===== config.mk =====
export PLATFORM = sky130hd
export DESIGN_NAME = timer_capture_registers
export DESIGN_NICKNAME = d
export VERILOG_FILES = /design/src/hw/timer_capture_pkg.sv /design/src/hw/capture_bus_if.sv /design/src/hw/capture_store.sv /design/src/hw/timer_capture_registers.sv
export VERILOG_INCLUDE_DIRS = /design/src /design/src/hw
export SDC_FILE = /design/constraint.sdc
export NUM_CORES = 1
export LEC_CHECK = 0
export BUFFER_PORTS_ARGS = -buffer_cell sky130_fd_sc_hd__buf_2
export CAP_MARGIN = 20
export CORE_ASPECT_RATIO = 1.75
export CORE_UTILIZATION = 51
export CTS_CLUSTER_DIAMETER = 120
export DETAILED_ROUTE_END_ITERATION = 8
export PLACE_DENSITY = 0.74
export SYNTH_ARGS = -nofsm -noshare
export SYNTH_HDL_FRONTEND = slang
export SYNTH_SLANG_ARGS = --single-unit

===== constraint.sdc =====
create_clock -name clk_sys -period 2.8 [get_ports clk_sys]
set_input_delay 0.14 -clock clk_sys [delete_from_list [all_inputs] [get_ports clk_sys]]
set_output_delay 0.14 -clock clk_sys [all_outputs]
set_load 0.02 [all_outputs]

===== src/hw/timer_capture_defines.svh =====
`ifndef TIMER_CAPTURE_DEFINES_SVH
`define TIMER_CAPTURE_DEFINES_SVH

// Register file addresses
`define PTR_ADDR         8'hfd
`define WINDOW_GROUP     4'h0
`define TIMER_BANK       4'hd

// Bank D offsets
`define OFS_HOLD16_HI    4'h7
`define OFS_CAP16_LO     4'h8
`define OFS_CAP16_HI     4'h9
`define OFS_CAP8_LO      4'ha
`define OFS_CAP8_HI      4'hb

// Field positions of the bank group pointer
`define PTR_GROUP_MSB    7
`define PTR_GROUP_LSB    4
`define PTR_BANK_MSB     3
`define PTR_BANK_LSB     0

// Reset values
`define PTR_RESET        8'h00
`define CAP_RESET        8'h00
`define HOLD_RESET       8'h00
`define COUNT_RESET      16'h0000

// Counter constants
`define COUNT_FULL       16'hffff
`define COUNT_ZERO       16'h0000
`define COUNT_LAST       16'h0001

`endif


===== src/hw/timer_capture_pkg.sv =====
package timer_capture_pkg;

    // Sixteen-bit counter sequencing, Gray along idle -> wait -> count
    typedef enum logic [1:0] {
        ST_IDLE  = 2'b00,
        ST_WAIT  = 2'b01,
        ST_COUNT = 2'b11
    } cnt_state_e;

    // Capture and hold storage
    typedef struct packed {
        logic [7:0] hold16_hi;
        logic [7:0] cap16_lo;
        logic [7:0] cap16_hi;
        logic [7:0] cap8_lo;
        logic [7:0] cap8_hi;
        logic [7:0] rdata;
    } store_s;

    // Main block state
    typedef struct packed {
        logic [7:0]  bank_group_pointer;
        logic [15:0] count;
        logic [15:0] init;
        cnt_state_e  st;
        logic        timeout;
        logic        captured;
        logic        rd_tmr;
        logic        rd_valid;
        logic [7:0]  rd_local;
    } main_s;

endpackage : timer_capture_pkg


===== src/hw/capture_bus_if.sv =====
`timescale 1ns/100ps
interface capture_bus_if;
    logic        wr_en;
    logic        rd_en;
    logic [3:0]  offset;
    logic [7:0]  wdata;
    logic [7:0]  rdata;
    logic [7:0]  hold16_hi;
    logic        cap16_stb;
    logic [15:0] cap16_val;
    logic        cap8_hi_stb;
    logic        cap8_lo_stb;
    logic [7:0]  cap8_val;

    modport ctrl  (output wr_en, rd_en, offset, wdata, cap16_stb, cap16_val,
                   cap8_hi_stb, cap8_lo_stb, cap8_val,
                   input  rdata, hold16_hi);
    modport store (input  wr_en, rd_en, offset, wdata, cap16_stb, cap16_val,
                   cap8_hi_stb, cap8_lo_stb, cap8_val,
                   output rdata, hold16_hi);
endinterface : capture_bus_if


===== src/hw/capture_store.sv =====
`timescale 1ns/100ps
`include "timer_capture_defines.svh"
module capture_store
    import timer_capture_pkg::*;
(
    input  wire logic    clk_sys,
    input  wire logic    rst,
    capture_bus_if.store bus
);
    store_s s_q;
    store_s s_d;

    assign bus.rdata     = s_q.rdata;
    assign bus.hold16_hi = s_q.hold16_hi;

    // Hardware strobes load captures; the bus may only touch the hold byte
    always_comb begin
        s_d = s_q;
        if (bus.wr_en && bus.offset == `OFS_HOLD16_HI) begin
            s_d.hold16_hi = bus.wdata;
        end
        if (bus.cap16_stb) begin
            s_d.cap16_hi = bus.cap16_val[15:8];
            s_d.cap16_lo = bus.cap16_val[7:0];
        end
        if (bus.cap8_hi_stb) begin
            s_d.cap8_hi = bus.cap8_val;
        end
        if (bus.cap8_lo_stb) begin
            s_d.cap8_lo = bus.cap8_val;
        end
        // Read data registered; reading changes nothing else
        if (bus.rd_en) begin
            case (bus.offset)
                `OFS_HOLD16_HI: s_d.rdata = s_q.hold16_hi;
                `OFS_CAP16_LO:  s_d.rdata = s_q.cap16_lo;
                `OFS_CAP16_HI:  s_d.rdata = s_q.cap16_hi;
                `OFS_CAP8_LO:   s_d.rdata = s_q.cap8_lo;
                `OFS_CAP8_HI:   s_d.rdata = s_q.cap8_hi;
                default:        s_d.rdata = 8'h00;
            endcase
        end
    end

    always_ff @(posedge clk_sys or posedge rst) begin
        if (rst) begin
            s_q <= '{hold16_hi: `HOLD_RESET, cap16_lo: `CAP_RESET, cap16_hi: `CAP_RESET,
                     cap8_lo: `CAP_RESET, cap8_hi: `CAP_RESET, rdata: 8'h00};
        end else begin
            s_q <= s_d;
        end
    end
endmodule : capture_store


===== src/hw/timer_capture_registers.sv =====
`timescale 1ns/100ps
`include "timer_capture_defines.svh"
// Behaviour
// - Pointer upper nibble selects working register group for short references.
// - Pointer lower nibble selects expanded bank; bank D exposes timer registers.
// - Offset 0BH captures eight-bit count taken while input was high.
// - Offset 0AH captures eight-bit count taken while input was low.
// - Offset 09H holds the sixteen-bit capture's upper byte.
// - Offset 08H holds the sixteen-bit capture's lower byte.
// - Writes to capture registers are ignored; reads return captured values.
// - Offset 07H is a read/write hold for the sixteen-bit initial upper byte.
// - Initial count zero counts the full range, wrapping to FFFFH.
// - The zero to FFFFH wrap is no timeout and no reload.
// - Demodulation edge stores complemented count and restarts from FFFFH.
module timer_capture_registers
    import timer_capture_pkg::*;
(
    input  wire logic        clk_sys,
    input  wire logic        rst,
    input  wire logic [7:0]  cpu_addr,
    input  wire logic        cpu_short,
    input  wire logic        cpu_wr,
    input  wire logic        cpu_rd,
    input  wire logic [7:0]  cpu_wdata,
    output logic      [7:0]  cpu_rdata,
    output logic             cpu_rd_valid,
    output logic      [3:0]  reg_group,
    output logic      [7:0]  eff_addr,
    input  wire logic        cnt16_enable,
    input  wire logic        cnt16_demod,
    input  wire logic        cnt16_tick,
    input  wire logic        cnt16_edge,
    input  wire logic [7:0]  init_low,
    output logic      [15:0] cnt16_count,
    output logic             cnt16_timeout,
    output logic             cnt16_captured,
    input  wire logic        cnt8_cap_hi_stb,
    input  wire logic        cnt8_cap_lo_stb,
    input  wire logic [7:0]  cnt8_count
);
    main_s         s_q;
    main_s         s_d;
    logic          tmr_hit;
    logic          demod_edge;
    capture_bus_if bus ();

    capture_store u_store (
        .clk_sys (clk_sys),
        .rst     (rst),
        .bus     (bus)
    );

    // Short references land in the group picked by the pointer
    assign reg_group = s_q.bank_group_pointer[`PTR_GROUP_MSB:`PTR_GROUP_LSB];
    assign eff_addr  = cpu_short ? {reg_group, cpu_addr[3:0]} : cpu_addr;

    // Expanded window only reaches the timers while bank D is selected
    assign tmr_hit = (eff_addr[7:4] == `WINDOW_GROUP)
                   && (s_q.bank_group_pointer[`PTR_BANK_MSB:`PTR_BANK_LSB] == `TIMER_BANK);

    // A qualifying edge only counts once the counter is armed
    assign demod_edge = cnt16_enable && cnt16_demod && cnt16_edge && (s_q.st != ST_IDLE);

    // Storage requests
    assign bus.wr_en       = cpu_wr && tmr_hit;
    assign bus.rd_en       = cpu_rd && tmr_hit;
    assign bus.offset      = eff_addr[3:0];
    assign bus.wdata       = cpu_wdata;
    assign bus.cap16_stb   = demod_edge;
    assign bus.cap16_val   = ~s_q.count;
    assign bus.cap8_hi_stb = cnt8_cap_hi_stb;
    assign bus.cap8_lo_stb = cnt8_cap_lo_stb;
    assign bus.cap8_val    = cnt8_count;

    // Both read sources are registered, so the mux never adds a new path
    assign cpu_rdata    = s_q.rd_tmr ? bus.rdata : s_q.rd_local;
    assign cpu_rd_valid = s_q.rd_valid;
    assign cnt16_count    = s_q.count;
    assign cnt16_timeout  = s_q.timeout;
    assign cnt16_captured = s_q.captured;

    // Pointer, read path and the sixteen-bit counter
    always_comb begin
        s_d          = s_q;
        s_d.timeout  = 1'b0;
        s_d.captured = 1'b0;
        s_d.rd_valid = cpu_rd;
        s_d.rd_tmr   = cpu_rd && tmr_hit;
        if (cpu_wr && eff_addr == `PTR_ADDR) begin
            s_d.bank_group_pointer = cpu_wdata;
        end
        // Reads outside the timer bank; unmapped reads give zero
        if (cpu_rd) begin
            s_d.rd_local = (eff_addr == `PTR_ADDR) ? s_q.bank_group_pointer : 8'h00;
        end
        case (s_q.st)
            ST_IDLE: begin
                if (cnt16_enable) begin
                    // Hold byte sampled at start; mid-load writes are the user's hazard
                    s_d.init  = {bus.hold16_hi, init_low};
                    s_d.count = {bus.hold16_hi, init_low};
                    s_d.st    = cnt16_demod ? ST_WAIT : ST_COUNT;
                end
            end
            ST_WAIT: begin
                if (!cnt16_enable) begin
                    s_d.st = ST_IDLE;
                end else if (demod_edge) begin
                    s_d.count    = `COUNT_FULL;
                    s_d.captured = 1'b1;
                    s_d.st       = ST_COUNT;
                end
            end
            ST_COUNT: begin
                if (!cnt16_enable) begin
                    s_d.st = ST_IDLE;
                end else if (demod_edge) begin
                    s_d.count    = `COUNT_FULL;
                    s_d.captured = 1'b1;
                end else if (cnt16_tick) begin
                    if (s_q.count == `COUNT_LAST) begin
                        // Count of one as initial value would fire at once; not allowed
                        s_d.timeout = 1'b1;
                        s_d.count   = cnt16_demod ? `COUNT_FULL : s_q.init;
                    end else begin
                        // Zero steps to FFFFH quietly and keeps going down
                        s_d.count = s_q.count - `COUNT_LAST;
                    end
                end
            end
            default: begin
                s_d.st = ST_IDLE;
            end
        endcase
    end

    always_ff @(posedge clk_sys or posedge rst) begin
        if (rst) begin
            s_q <= '{bank_group_pointer: `PTR_RESET, count: `COUNT_RESET, init: `COUNT_RESET, st: ST_IDLE,
                     timeout: 1'b0, captured: 1'b0, rd_tmr: 1'b0, rd_valid: 1'b0,
                     rd_local: 8'h00};
        end else begin
            s_q <= s_d;
        end
    end
endmodule : timer_capture_registers


==> results.md, run 1 <==
* Worst-path maximum fanout at 9
* Top cell type by total area after synthesis: sky130_fd_sc_hd__dfrtp_1
* Number of hold violations in the final report at 0
* Hold path startpoint: init_low[6]
* Commonest cells after routing, fill and taps aside: sky130_fd_sc_hd__dfrtp_1 (102), sky130_fd_sc_hd__nand2_1 (84), sky130_fd_sc_hd__buf_2 (81)
* LEAKAGE at 2.88 nW
* Status: complete, no violations
* Cell type of the slowest stage on the worst timing path: sky130_fd_sc_hd__dfrtp_1
* Number of enable-type register cells in the synthesized netlist at 0
* Overall global routing resource usage at 26.4%
* Post-Synth XOR/XNOR Area at 1.51%
* Hold/Removal Path Class: in -> reg
* Total power at 3.79 mW
* Post-route worst setup slack at 0.727 ns
* CTS Buf Count at 9
* Layout Area Growth over Synthesis at 13.2%
* Floorplan die height at 136 µm
* Share of layout cells above drive strength 1 at 31.1%
* Insertion delay of the later-clocked pin in the worst-skew pair at 0.35 ns
* Number of instances in the synthesized netlist at 501
* Launching element of the worst setup path: cnt16_count[0]
* Final Setup Violations at 0
* Pins over their slew limit at 0
* Count of buffers from port buffering at 81
* Flip-flop and latch count after synthesis at 102
* Register area share after synthesis at 48.9%
* Clock Sink Count at 102
* Worst slack at placement at 0.780 ns
* Placement Rows at 48
* Clock Path Buffers at 2
* Clock transition at the registers of the reported paths at 0.07 ns
* Synthesized net count at 546
* Number of distinct library cells after synthesis at 59
* Most common flop cell mapped by yosys: sky130_fd_sc_hd__dfrtp_1
* Area occupied by registers at 2550 µm²
* Crit share post-route at 74.1%
* Placeable core area at 9910 µm²
* Number of design-rule violations left by the first detailed-router iteration at 223
* Worst Tran Pin Value at 0.811 ns
* Fraction of the mapped netlist area in compound gates at 12.8%
* Largest cells by area after synthesis: sky130_fd_sc_hd__dfrtp_1 (49%), sky130_fd_sc_hd__mux2_2 (11%), sky130_fd_sc_hd__nand2_1 (6.0%)
* Fillers at 859
* Final weighted congestion in routability-driven placement at 0.939
* Tmin final at 2.07 ns
* Root buffer selected by CTS: sky130_fd_sc_hd__clkbuf_16
* Number of antenna violations at the first check in global routing at 0
* Simple-Gate Fraction of Synth Area at 15.8%
* Upper clock frequency limit at 482 MHz
* Iteration count of the initial detailed-routing pass at 6
* Vias in the first global route at 4077
* Pwr dens at 641 nW/µm²
* Wire length of the first global-routing pass at 20900 µm
* Relative slew slack at 45.5%
* Number of nets in the finished design at 599
* DRC errors left at 0
* Area enclosed by the die boundary at 10700 µm²
* Synth Area per Inst at 10.4 µm²
* Share of synthesized area spent on multiplexers at 13.7%
* Half-perimeter wire length of the detailed placement result at 10100 µm
* CP peak stage delay at 0.48 ns
* Crit path arrival time at 2.34 ns
* Setup repair after global routing missed its margin: false
* Critical path startpoint category: flop
* Diodes inserted at 0
* Top-area cell type share of the netlist area at 48.9%
* Die Wd at 78.5 µm
* Final sum of negative setup slack at 0 ns
* Clock tree from TritonCTS: built
* Maximum VDD drop at 405 µV
* Cell Area, Synth at 5220 µm²
* Via count at 4035
* Post-Route Utilization at 59.6%
* Average wire per cell in the routed design at 19.3 µm
* Cell Chain, Critical Path: inv_1 -> ha_1 -> or3b_4 -> nor3_2 -> xnor2_1 -> mux2_1 -> a21oi_1
* Category of the critical setup timing path: reg -> reg
* Number of cells upsized or downsized after cts at 0
* Endpoint class of the critical path: flop
* Yosys warns at 0
* Via/cell ratio at 5.90
* Number of max-cap violations at 0
* Number of top-level pins at 82
* Reg2reg start: cnt16_count[0]
* Largest family of logic cells by synthesized area: simple AND/OR/NAND/NOR gates
* Post-synth ARST share at 100%
* Final routed wirelength across all metal layers at 13200 µm
* Most common cell after layout, fill and taps aside: sky130_fd_sc_hd__dfrtp_1
* Share of synthesized cell area in full adder, half adder and majority cells at 0.480%
* Clock tree skew after final layout at 0.0102 ns
* Initial core utilization at 52.7%
* Overflow after GRT at 0
* Number of H-tree levels at 3
* Critical path required time at 3.07 ns
* Maximum number of pins on one net before global-route repair at 52
* Area taken by multi-input logic gates at 2310 µm²
* DRT antenna net count at 0
report_power, final:
part / leakage (nW) / switching, mW / internal (mW)
clock: 0.143 / 0.599 / 0.631
combinational: 1.42 / 0.426 / 0.301
sequential: 1.32 / 0.194 / 1.64
critical path, delay by kind of cell (launching register included):
| kind | cells | cell delay, ns |
|---|---|---|
| flip-flops | 1 | 0.48 |
| XOR/XNOR | 1 | 0.09 |
| AO/OA/AOI/OAI | 1 | 0.15 |
| adder cells (fa/ha/maj) | 1 | 0.21 |
| AND/OR/NAND/NOR | 2 | 0.64 |
| buffers and inverters | 1 | 0.13 |
| multiplexers | 1 | 0.30 |
metrics by stage:
| step | hold WS (ns) | cell area, µm² | std cells |
|---|---|---|---|
| global route | 0.0212 | 5910 | 684 |
| detailed placement | 0.293 | 5550 | 662 |
| CTS | 0.00494 | 5910 | 684 |
| floorplan | 0.171 | 5220 | 501 |
| global placement | 0.285 | 5550 | 662 |
| finish | 0.00917 | 5910 | 684 |
what timing repair did:
item | 4_1_cts | 5_1_grt
setup buffers | 0 | 0
hold endpoints to repair | 33 | 0
hold buffers | 6 | 0
flip-flops by register name, indices dropped and copies added (netlist names):
signal                 count
reg_group                  4
u_store.s_q               32
cnt16_timeout              1
cnt16_captured             1
u_store.bus.hold16_hi      8
s_q                       31
cpu_rd_valid               1
cnt16_count               16
u_store.bus.rdata          8
synthesized netlist by cell type, drive strengths merged, types with 2 or more instances:
cell type  number
a22o           11
o21a            2
or4             2
nor2           18
nand4           2
buf            34
nand2          86
nor3           11
nor4            8
a22oi          21
xor2            4
mux2           62
o21ai          35
and4b           2
xnor2           5
o31ai           4
or3             2
ha              2
inv             8
and3            7
clkbuf         21
a21oi           8
o311ai          3
o221ai          7
and2            5
dfrtp         102
nor2b           2
o211ai          2
nand3          11
final cells by class:
class	instances	area share, %
clock inverters	7	1.23
well taps	125	2.65
flip-flops and latches	102	43.2
repair buffers	97	9.36
inverters	8	0.572
clock buffers	9	3.81
multi-input cells	336	39.2
logic make-up (layout without fill, tap and decap cells):
group,count (synthesis),count (layout)
and+or+nand+nor,163,163
DFF,102,102
AOI/OAI and AO/OA,99,99
muxes,63,63
buffers and inverters,63,121
xor gates and xnor gates,9,9
adders and majority gates,2,2
per-layer routing:
layer	track usage, %	up-vias	part of all wire [%]
met5	0	-	0
met4	16.5	0	6.0
met3	3.84	48	3.7
met2	48.6	145	55
met1	27.5	1960	36
li1	-	1882	-
worst paths after layout:
| path | end | slack (ns) | cells past startpoint |
|---|---|---|---|
| worst max register to register | cnt16_count[8] | 0.73 | 7 |
| worst min register to register | s_q[21] | 0.48 | 2 |
| worst max-delay path | cnt16_count[8] | 0.73 | 7 |
| worst min-delay path | s_q[20] | 0.009 | 3 |
| max in group asynchronous | u_store.s_q[39] | 1.61 | 4 |
| min in group asynchronous | u_store.s_q[26] | 0.45 | 3 |
(Power assumes the default switching activity.)
==> run 2, diff against run 1 <==
- ABC_AREA: not set -> 1
- CORE_UTILIZATION: 51 -> 57
- PLACE_DENSITY: 0.74 -> 0.78
- clock period: 2.8 -> 2.2 ns (I/O delays scaled with it)
==> run 2 against run 1 <==
The run now ends with hold timing left; synthesized cell count grew 40%; die area shrank 7.3%; non-clock buffer count grew 6; global-route usage grew 4.1 points; first-iteration DRC count rose by 57%; final cell count increased by 30%; highest routed layer unchanged.
==> results.md, run 2 <==
* Final Hold Slack at -0.000470 ns
* Synth Area per Inst at 7.71 µm²
* Fraction of power consumed by sequential logic at 47.4%
* Pins over their slew limit at 0
* Clk pwr share at 30.9%
* Clock Path Buffers at 2
* Critical path required time at 2.44 ns
* Post-route worst setup slack at 0.324 ns
* Launching element of the worst setup path: cnt16_count[9]
* DRC errors left at 0
* Number of design-rule violations left by the first detailed-router iteration at 350
* Most frequent cell after synthesis: sky130_fd_sc_hd__nand2_1
* Post-synth ARST share at 100%
* Maximum VDD drop at 502 µV
* Most common flop cell mapped by yosys: sky130_fd_sc_hd__dfrtp_1
* Root buffer selected by CTS: sky130_fd_sc_hd__clkbuf_16
* Worst slack at placement at 0.368 ns
* Pwr dens at 809 nW/µm²
* Overall global routing resource usage at 30.4%
* Clock tree skew after final layout at 0.00458 ns
* Reg2reg start: cnt16_count[9]
* Number of instances in the synthesized netlist at 700
* Crit path arrival time at 2.11 ns
* Cell type of the slowest stage on the worst timing path: sky130_fd_sc_hd__dfrtp_1
* Register bank with the most flops: u_store.s_q
* Clock tree from TritonCTS: built
* Commonest cells after routing, fill and taps aside: sky130_fd_sc_hd__nand2_1 (185), sky130_fd_sc_hd__dfrtp_1 (102), sky130_fd_sc_hd__inv_1 (83)
* Logic pwr share at 21.8%
* Worst Tran Pin Value at 0.565 ns
* Count of buffers from port buffering at 81
* Overflow after GRT at 0
* Final weighted congestion in routability-driven placement at 0.930
* Routing usage on met3 at 4.52%
* Number of hold violations in the final report at 1
* Maximum number of pins on one net before global-route repair at 103
* Cell Area, Synth at 5400 µm²
* Die Wd at 75.6 µm
* Final routed wirelength across all metal layers at 14200 µm
* Most common cell after layout, fill and taps aside: sky130_fd_sc_hd__nand2_1
* Diodes inserted at 0
* Final Setup Violations at 0
* Number of enable-type register cells in the synthesized netlist at 0
* Category of the critical setup timing path: reg -> reg
* Crit share post-route at 85.3%
* Placement Rows at 46
* Largest cells by area after synthesis: sky130_fd_sc_hd__dfrtp_1 (47%), sky130_fd_sc_hd__nand2_1 (13%), sky130_fd_sc_hd__o21ai_0 (6.3%)
* Instance area at placement at 5790 µm²
* CP peak stage delay at 0.49 ns
* Post-CTS Repair Setup Buffers at 0
* Power dissipated by switching net loads at 1.65 mW
* Setup repair after global routing missed its margin: false
* Hold/Removal Path Class: in -> reg
* Number of distinct library cells after synthesis at 35
* Number of H-tree levels at 3
* Reg2reg setup slack at 0.32 ns
* Number of max-cap violations at 0
* Final sum of negative setup slack at 0 ns
* Internal cell power at 3.32 mW
* M2 GR Usage at 56.0%
* Via count at 4878
* Post-Route Utilization at 67.1%
* Endpoint class of the critical path: flop
* Relative slew slack at 62.3%
* Hold path startpoint: init_low[7]
* Status: finished with violations
* Non-Filler Cell Area, Final at 6140 µm²
* Failing checks: hold timing
* Top cell type by total area after synthesis: sky130_fd_sc_hd__dfrtp_1
* Worst-path maximum fanout at 17
* Top-area cell type share of the netlist area at 47.3%
* Number of antenna violations at the first check in global routing at 0
* Yosys warns at 0
* Upper clock frequency limit at 533 MHz
* Iteration count of the initial detailed-routing pass at 5
* Register area share after synthesis at 47.3%
* Initial core utilization at 59.0%
* Number of top-level pins at 82
* Via/cell ratio at 5.47
* Area enclosed by the die boundary at 9880 µm²
* DRT antenna net count at 0
* Insertion delay of the later-clocked pin in the worst-skew pair at 0.35 ns
* Clock Sink Count at 102
* CTS Buf Count at 9
* Floorplan die height at 131 µm
* Top cells by instance count after synthesis: sky130_fd_sc_hd__nand2_1 (185), sky130_fd_sc_hd__dfrtp_1 (102), sky130_fd_sc_hd__inv_1 (84)
* Cell Chain, Critical Path: nor2_1 -> nand2_1 -> nor2_4 -> nand2_2 -> o21ai_0 -> nand3_1 -> nand2_1 -> a21oi_1
* Synthesized net count at 745
* Cell with the most instances on the worst path: sky130_fd_sc_hd__nand2_1
* Wire length of the first global-routing pass at 22200 µm
* Clock transition at the registers of the reported paths at 0.07 ns
* GRT Max-Usage Layer: met2
* Switch share at 33.2%
* Number of nets in the finished design at 812
* Tmin final at 1.88 ns
* Layout Area Growth over Synthesis at 13.8%
* Max reg flops at 32
* Critical path startpoint category: flop
* Vias in the first global route at 4687
* Placeable core area at 9150 µm²
* Average wire per cell in the routed design at 15.9 µm
* Share of layout cells above drive strength 1 at 16.8%
* LEAKAGE at 3.10 nW
* Fillers at 793
* Half-perimeter wire length of the detailed placement result at 10300 µm
* Number of cells upsized or downsized after cts at 0
* GRT met1 Usage at 32.2%
* Flip-flop and latch count after synthesis at 102
## run 2: path summary, 6_finish.rpt
kind	end	cells after the start
worst min-delay path	s_q[21]	3
worst min register to register	u_store.s_q[33]	1
min in group asynchronous	cnt16_timeout	4
worst max-delay path	cnt16_count[4]	8
max in group asynchronous	u_store.s_q[19]	4
worst max register to register	cnt16_count[4]	8
## run 2: final cells by class
cell class                      count  area [µm²]  area share (%)
Sequential cell                   102        2550            41.6
Tap cell                          120         150            2.45
Clock inverter                      6        45.0           0.734
Multi-Input combinational cell    467        2230            36.4
Timing Repair Buffer              103         601            9.78
Inverter                           84         319            5.20
Clock buffer                       10         239            3.89
## run 2: routing by layer
layer	part of all wire (%)	wire, µm
met3	4.7	671
met5	0	0
met4	4.4	619
met2	54	7700
met1	36	5170
## run 2: power groups by stage
stage / Sequential, mW / Clock (mW) / Combinational, mW
after detailed placement: 2.38 / 0 / 1.06
final: 2.35 / 1.53 / 1.08
after CTS: 2.34 / 1.55 / 1.08
after floorplan: 2.32 / 0 / 0.826
after global routing: 2.38 / 1.62 / 1.20
after global placement: 2.37 / 0 / 1.04
## run 2: logic make-up (layout without fill, tap and decap cells)
logic type	after synthesis	in the layout	share of synthesized area [%]
flip-flops	102	102	47.3
adder cells (fa/ha/maj)	2	2	0.464
AND/OR/NAND/NOR	307	307	24.1
buffers and inverters	131	203	11.4
AO/OA/AOI/OAI	152	152	15.6
XOR/XNOR	1	1	0.162
multiplexers	5	5	1.04
## run 2: timing repair
item	CTS	global route
endpoints found under the hold margin	111	0
endpoints found under the setup margin	0	0
hold buffers	7	0
## run 2: worst max-delay path, delay by kind of cell, from the launching register on
| kind | cells | cell delay (ns) |
|---|---|---|
| compound gates | 2 | 0.25 |
| simple gates | 6 | 1.04 |
| flops | 1 | 0.49 |
## run 2: through the flow
step | instances | power [mW]
after global placement | 869 | 3.41
after CTS | 892 | 4.98
after detailed placement | 869 | 3.45
final | 892 | 4.96
after global routing | 892 | 5.21
after floorplan | 700 | 3.14
==> run 3, diff against run 2 <==
- PLACE_DENSITY: 0.78 -> 0.8
==> run 3 against run 2 <==
The run now ends clean; count of clock-buffer cells in the layout is the same; sequential power is essentially flat; power grew 2.4%; clock skew grew 0.0030 ns; cell area grew 0.77%; final cell count grew 0.22%; critical path type unchanged; sequential cell count is the same; clock power grew 8%; non-clock buffer count grew 2; first-iteration DRC count shrank 15%.
==> results.md, run 3 (synthesized netlist as in run 2, its figures left out) <==
* Cell count of the worst reg-to-reg path at 8
* Root buffer selected by CTS: sky130_fd_sc_hd__clkbuf_16
* Floorplan die height at 131 µm
* Upper clock frequency limit at 536 MHz
* Highest metal layer with signal wires: met4
* Placeable core area at 9150 µm²
* Clock Sink Count at 102
* Area enclosed by the die boundary at 9880 µm²
* Count of buffers from port buffering at 81
* Average wire per cell in the routed design at 15.5 µm
* WL met3 at 469 µm
* Maximum number of pins on one net before global-route repair at 48
* Iteration count of the initial detailed-routing pass at 5
* Crit path arrival time at 2.09 ns
* Hold/Removal Path Class: in -> reg
* Number of hold violations in the final report at 0
* Category of the critical setup timing path: reg -> reg
* Tmin final at 1.86 ns
* Vias in the first global route at 4593
* Worst-path maximum fanout at 17
* Wire length of the first global-routing pass at 22000 µm
* Via/cell ratio at 5.44
* Overflow after GRT at 0
* Final routed wirelength across all metal layers at 13800 µm
* Fraction of power consumed by sequential logic at 46.1%
* Placed insts at 871
* Register bank with the most flops: u_store.s_q
* Cell with the most instances on the worst path: sky130_fd_sc_hd__nand2_1
* Number of cells upsized or downsized after cts at 0
* Share of layout cells above drive strength 1 at 17.1%
* Number of design-rule violations left by the first detailed-router iteration at 296
* Number of top-level pins at 82
* Switch share at 32.1%
* Final sum of negative setup slack at 0 ns
* Max reg flops at 32
* Pins over their slew limit at 0
* Total power at 5.08 mW
* Commonest cells after routing, fill and taps aside: sky130_fd_sc_hd__nand2_1 (185), sky130_fd_sc_hd__dfrtp_1 (102), sky130_fd_sc_hd__inv_1 (83)
* Clock tree from TritonCTS: built
* Critical path startpoint category: flop
* Hold path cells at 3
* Critical path required time at 2.43 ns
* Half-perimeter wire length of the detailed placement result at 10500 µm
* Power dissipated by switching net loads at 1.63 mW
* Layout Area Growth over Synthesis at 14.7%
* Setup repair after global routing missed its margin: false
* Cell type of the slowest stage on the worst timing path: sky130_fd_sc_hd__dfrtp_1
* Overall global routing resource usage at 30.1%
* Metal2 WL at 7520 µm
* Number of antenna violations at the first check in global routing at 0
* Cell Chain, Critical Path: nor2_1 -> nand2_1 -> nor2_4 -> nand2_2 -> o21ai_0 -> nand3_1 -> nand2_1 -> a21oi_1
* Logic pwr share at 21.4%
* Clock Path Buffers at 2
* Pwr dens at 822 nW/µm²
* Instance area at placement at 5800 µm²
* Number of non-filler instances in the completed layout at 894
* Insertion delay of the later-clocked pin in the worst-skew pair at 0.34 ns
* Number of nets in the finished design at 814
* Clk pwr share at 32.5%
* DRT antenna net count at 0
* Number of max-cap violations at 0
* LEAKAGE at 3.12 nW
* Crit share post-route at 84.8%
* Diodes inserted at 0
* CP peak stage delay at 0.46 ns
* CTS Buf Count at 9
* Status: complete, no violations
* Worst Tran Pin Value at 0.664 ns
* Most common cell after layout, fill and taps aside: sky130_fd_sc_hd__nand2_1
* Via count at 4866
* Relative slew slack at 55.6%
* DRC errors left at 0
* Initial core utilization at 59.0%
* Die Wd at 75.6 µm
* Maximum VDD drop at 581 µV
* Internal cell power at 3.45 mW
* Clock transition at the registers of the reported paths at 0.07 ns
* Number of H-tree levels at 3
* Clock tree skew after final layout at 0.00758 ns
* Placement Rows at 46
* Non-Filler Cell Area, Final at 6190 µm²
* Routed metal-1 wirelength at 5080 µm
* Final Setup Violations at 0
* Endpoint class of the critical path: flop
* Final weighted congestion in routability-driven placement at 0.965
* Post-Route Utilization at 67.6%
[run 3: area by class of cell]
cell class              count  area, µm²
fillers                   784       2960
repair buffers            105        616
clock buffers              10        239
well taps                 120        150
flip-flops and latches    102       2550
multi-input cells         467       2230
inverters                  84        319
clock inverters             6       77.6
[run 3: layer usage]
metal | track usage [%] | up-vias
met1 | 31.7 | 2271
met2 | 54.7 | 166
li1 | - | 2380
met5 | 0 | -
met4 | 18.8 | 0
met3 | 3.99 | 49
[run 3: power by group through the flow]
stage,Clock [mW],Sequential [mW],Combinational (mW)
floorplan,0,2.32,0.826
global placement,0,2.36,1.05
detailed placement,0,2.37,1.07
CTS,1.68,2.34,1.09
global route,1.76,2.37,1.22
finish,1.65,2.34,1.09
[run 3: worst paths after layout]
| check | from | to | slack (ns) |
|---|---|---|---|
| worst max-delay path | cnt16_count[7] | cnt16_count[4] | 0.34 |
| worst min register to register | cnt16_count[1] | u_store.s_q[33] | 0.48 |
| worst min-delay path | init_low[0] | s_q[14] | 0.001 |
| max in group asynchronous | rst | cnt16_count[1] | 1.05 |
| worst max register to register | cnt16_count[7] | cnt16_count[4] | 0.34 |
| min in group asynchronous | rst | s_q[27] | 0.40 |
[run 3: per-stage QoR]
step                setup WS [ns]  hold slack, ns
floorplan                   0.602           0.141
global placement            0.382           0.229
detailed placement          0.374           0.242
CTS                         0.347         0.00259
global route                0.149          0.0114
finish                      0.335         0.00135
[run 3: timing repair]
| item | CTS | global route |
|---|---|---|
| hold buffers | 7 | 0 |
| buffers inserted | 0 | 0 |
| endpoints found under the hold margin | 36 | 0 |
[run 3: worst max-delay path, delay by kind of cell, from the launching register on]
| kind | cells | cell delay [ns] |
|---|---|---|
| and+or+nand+nor | 6 | 1.05 |
| DFF | 1 | 0.46 |
| AOI/OAI and AO/OA | 2 | 0.23 |
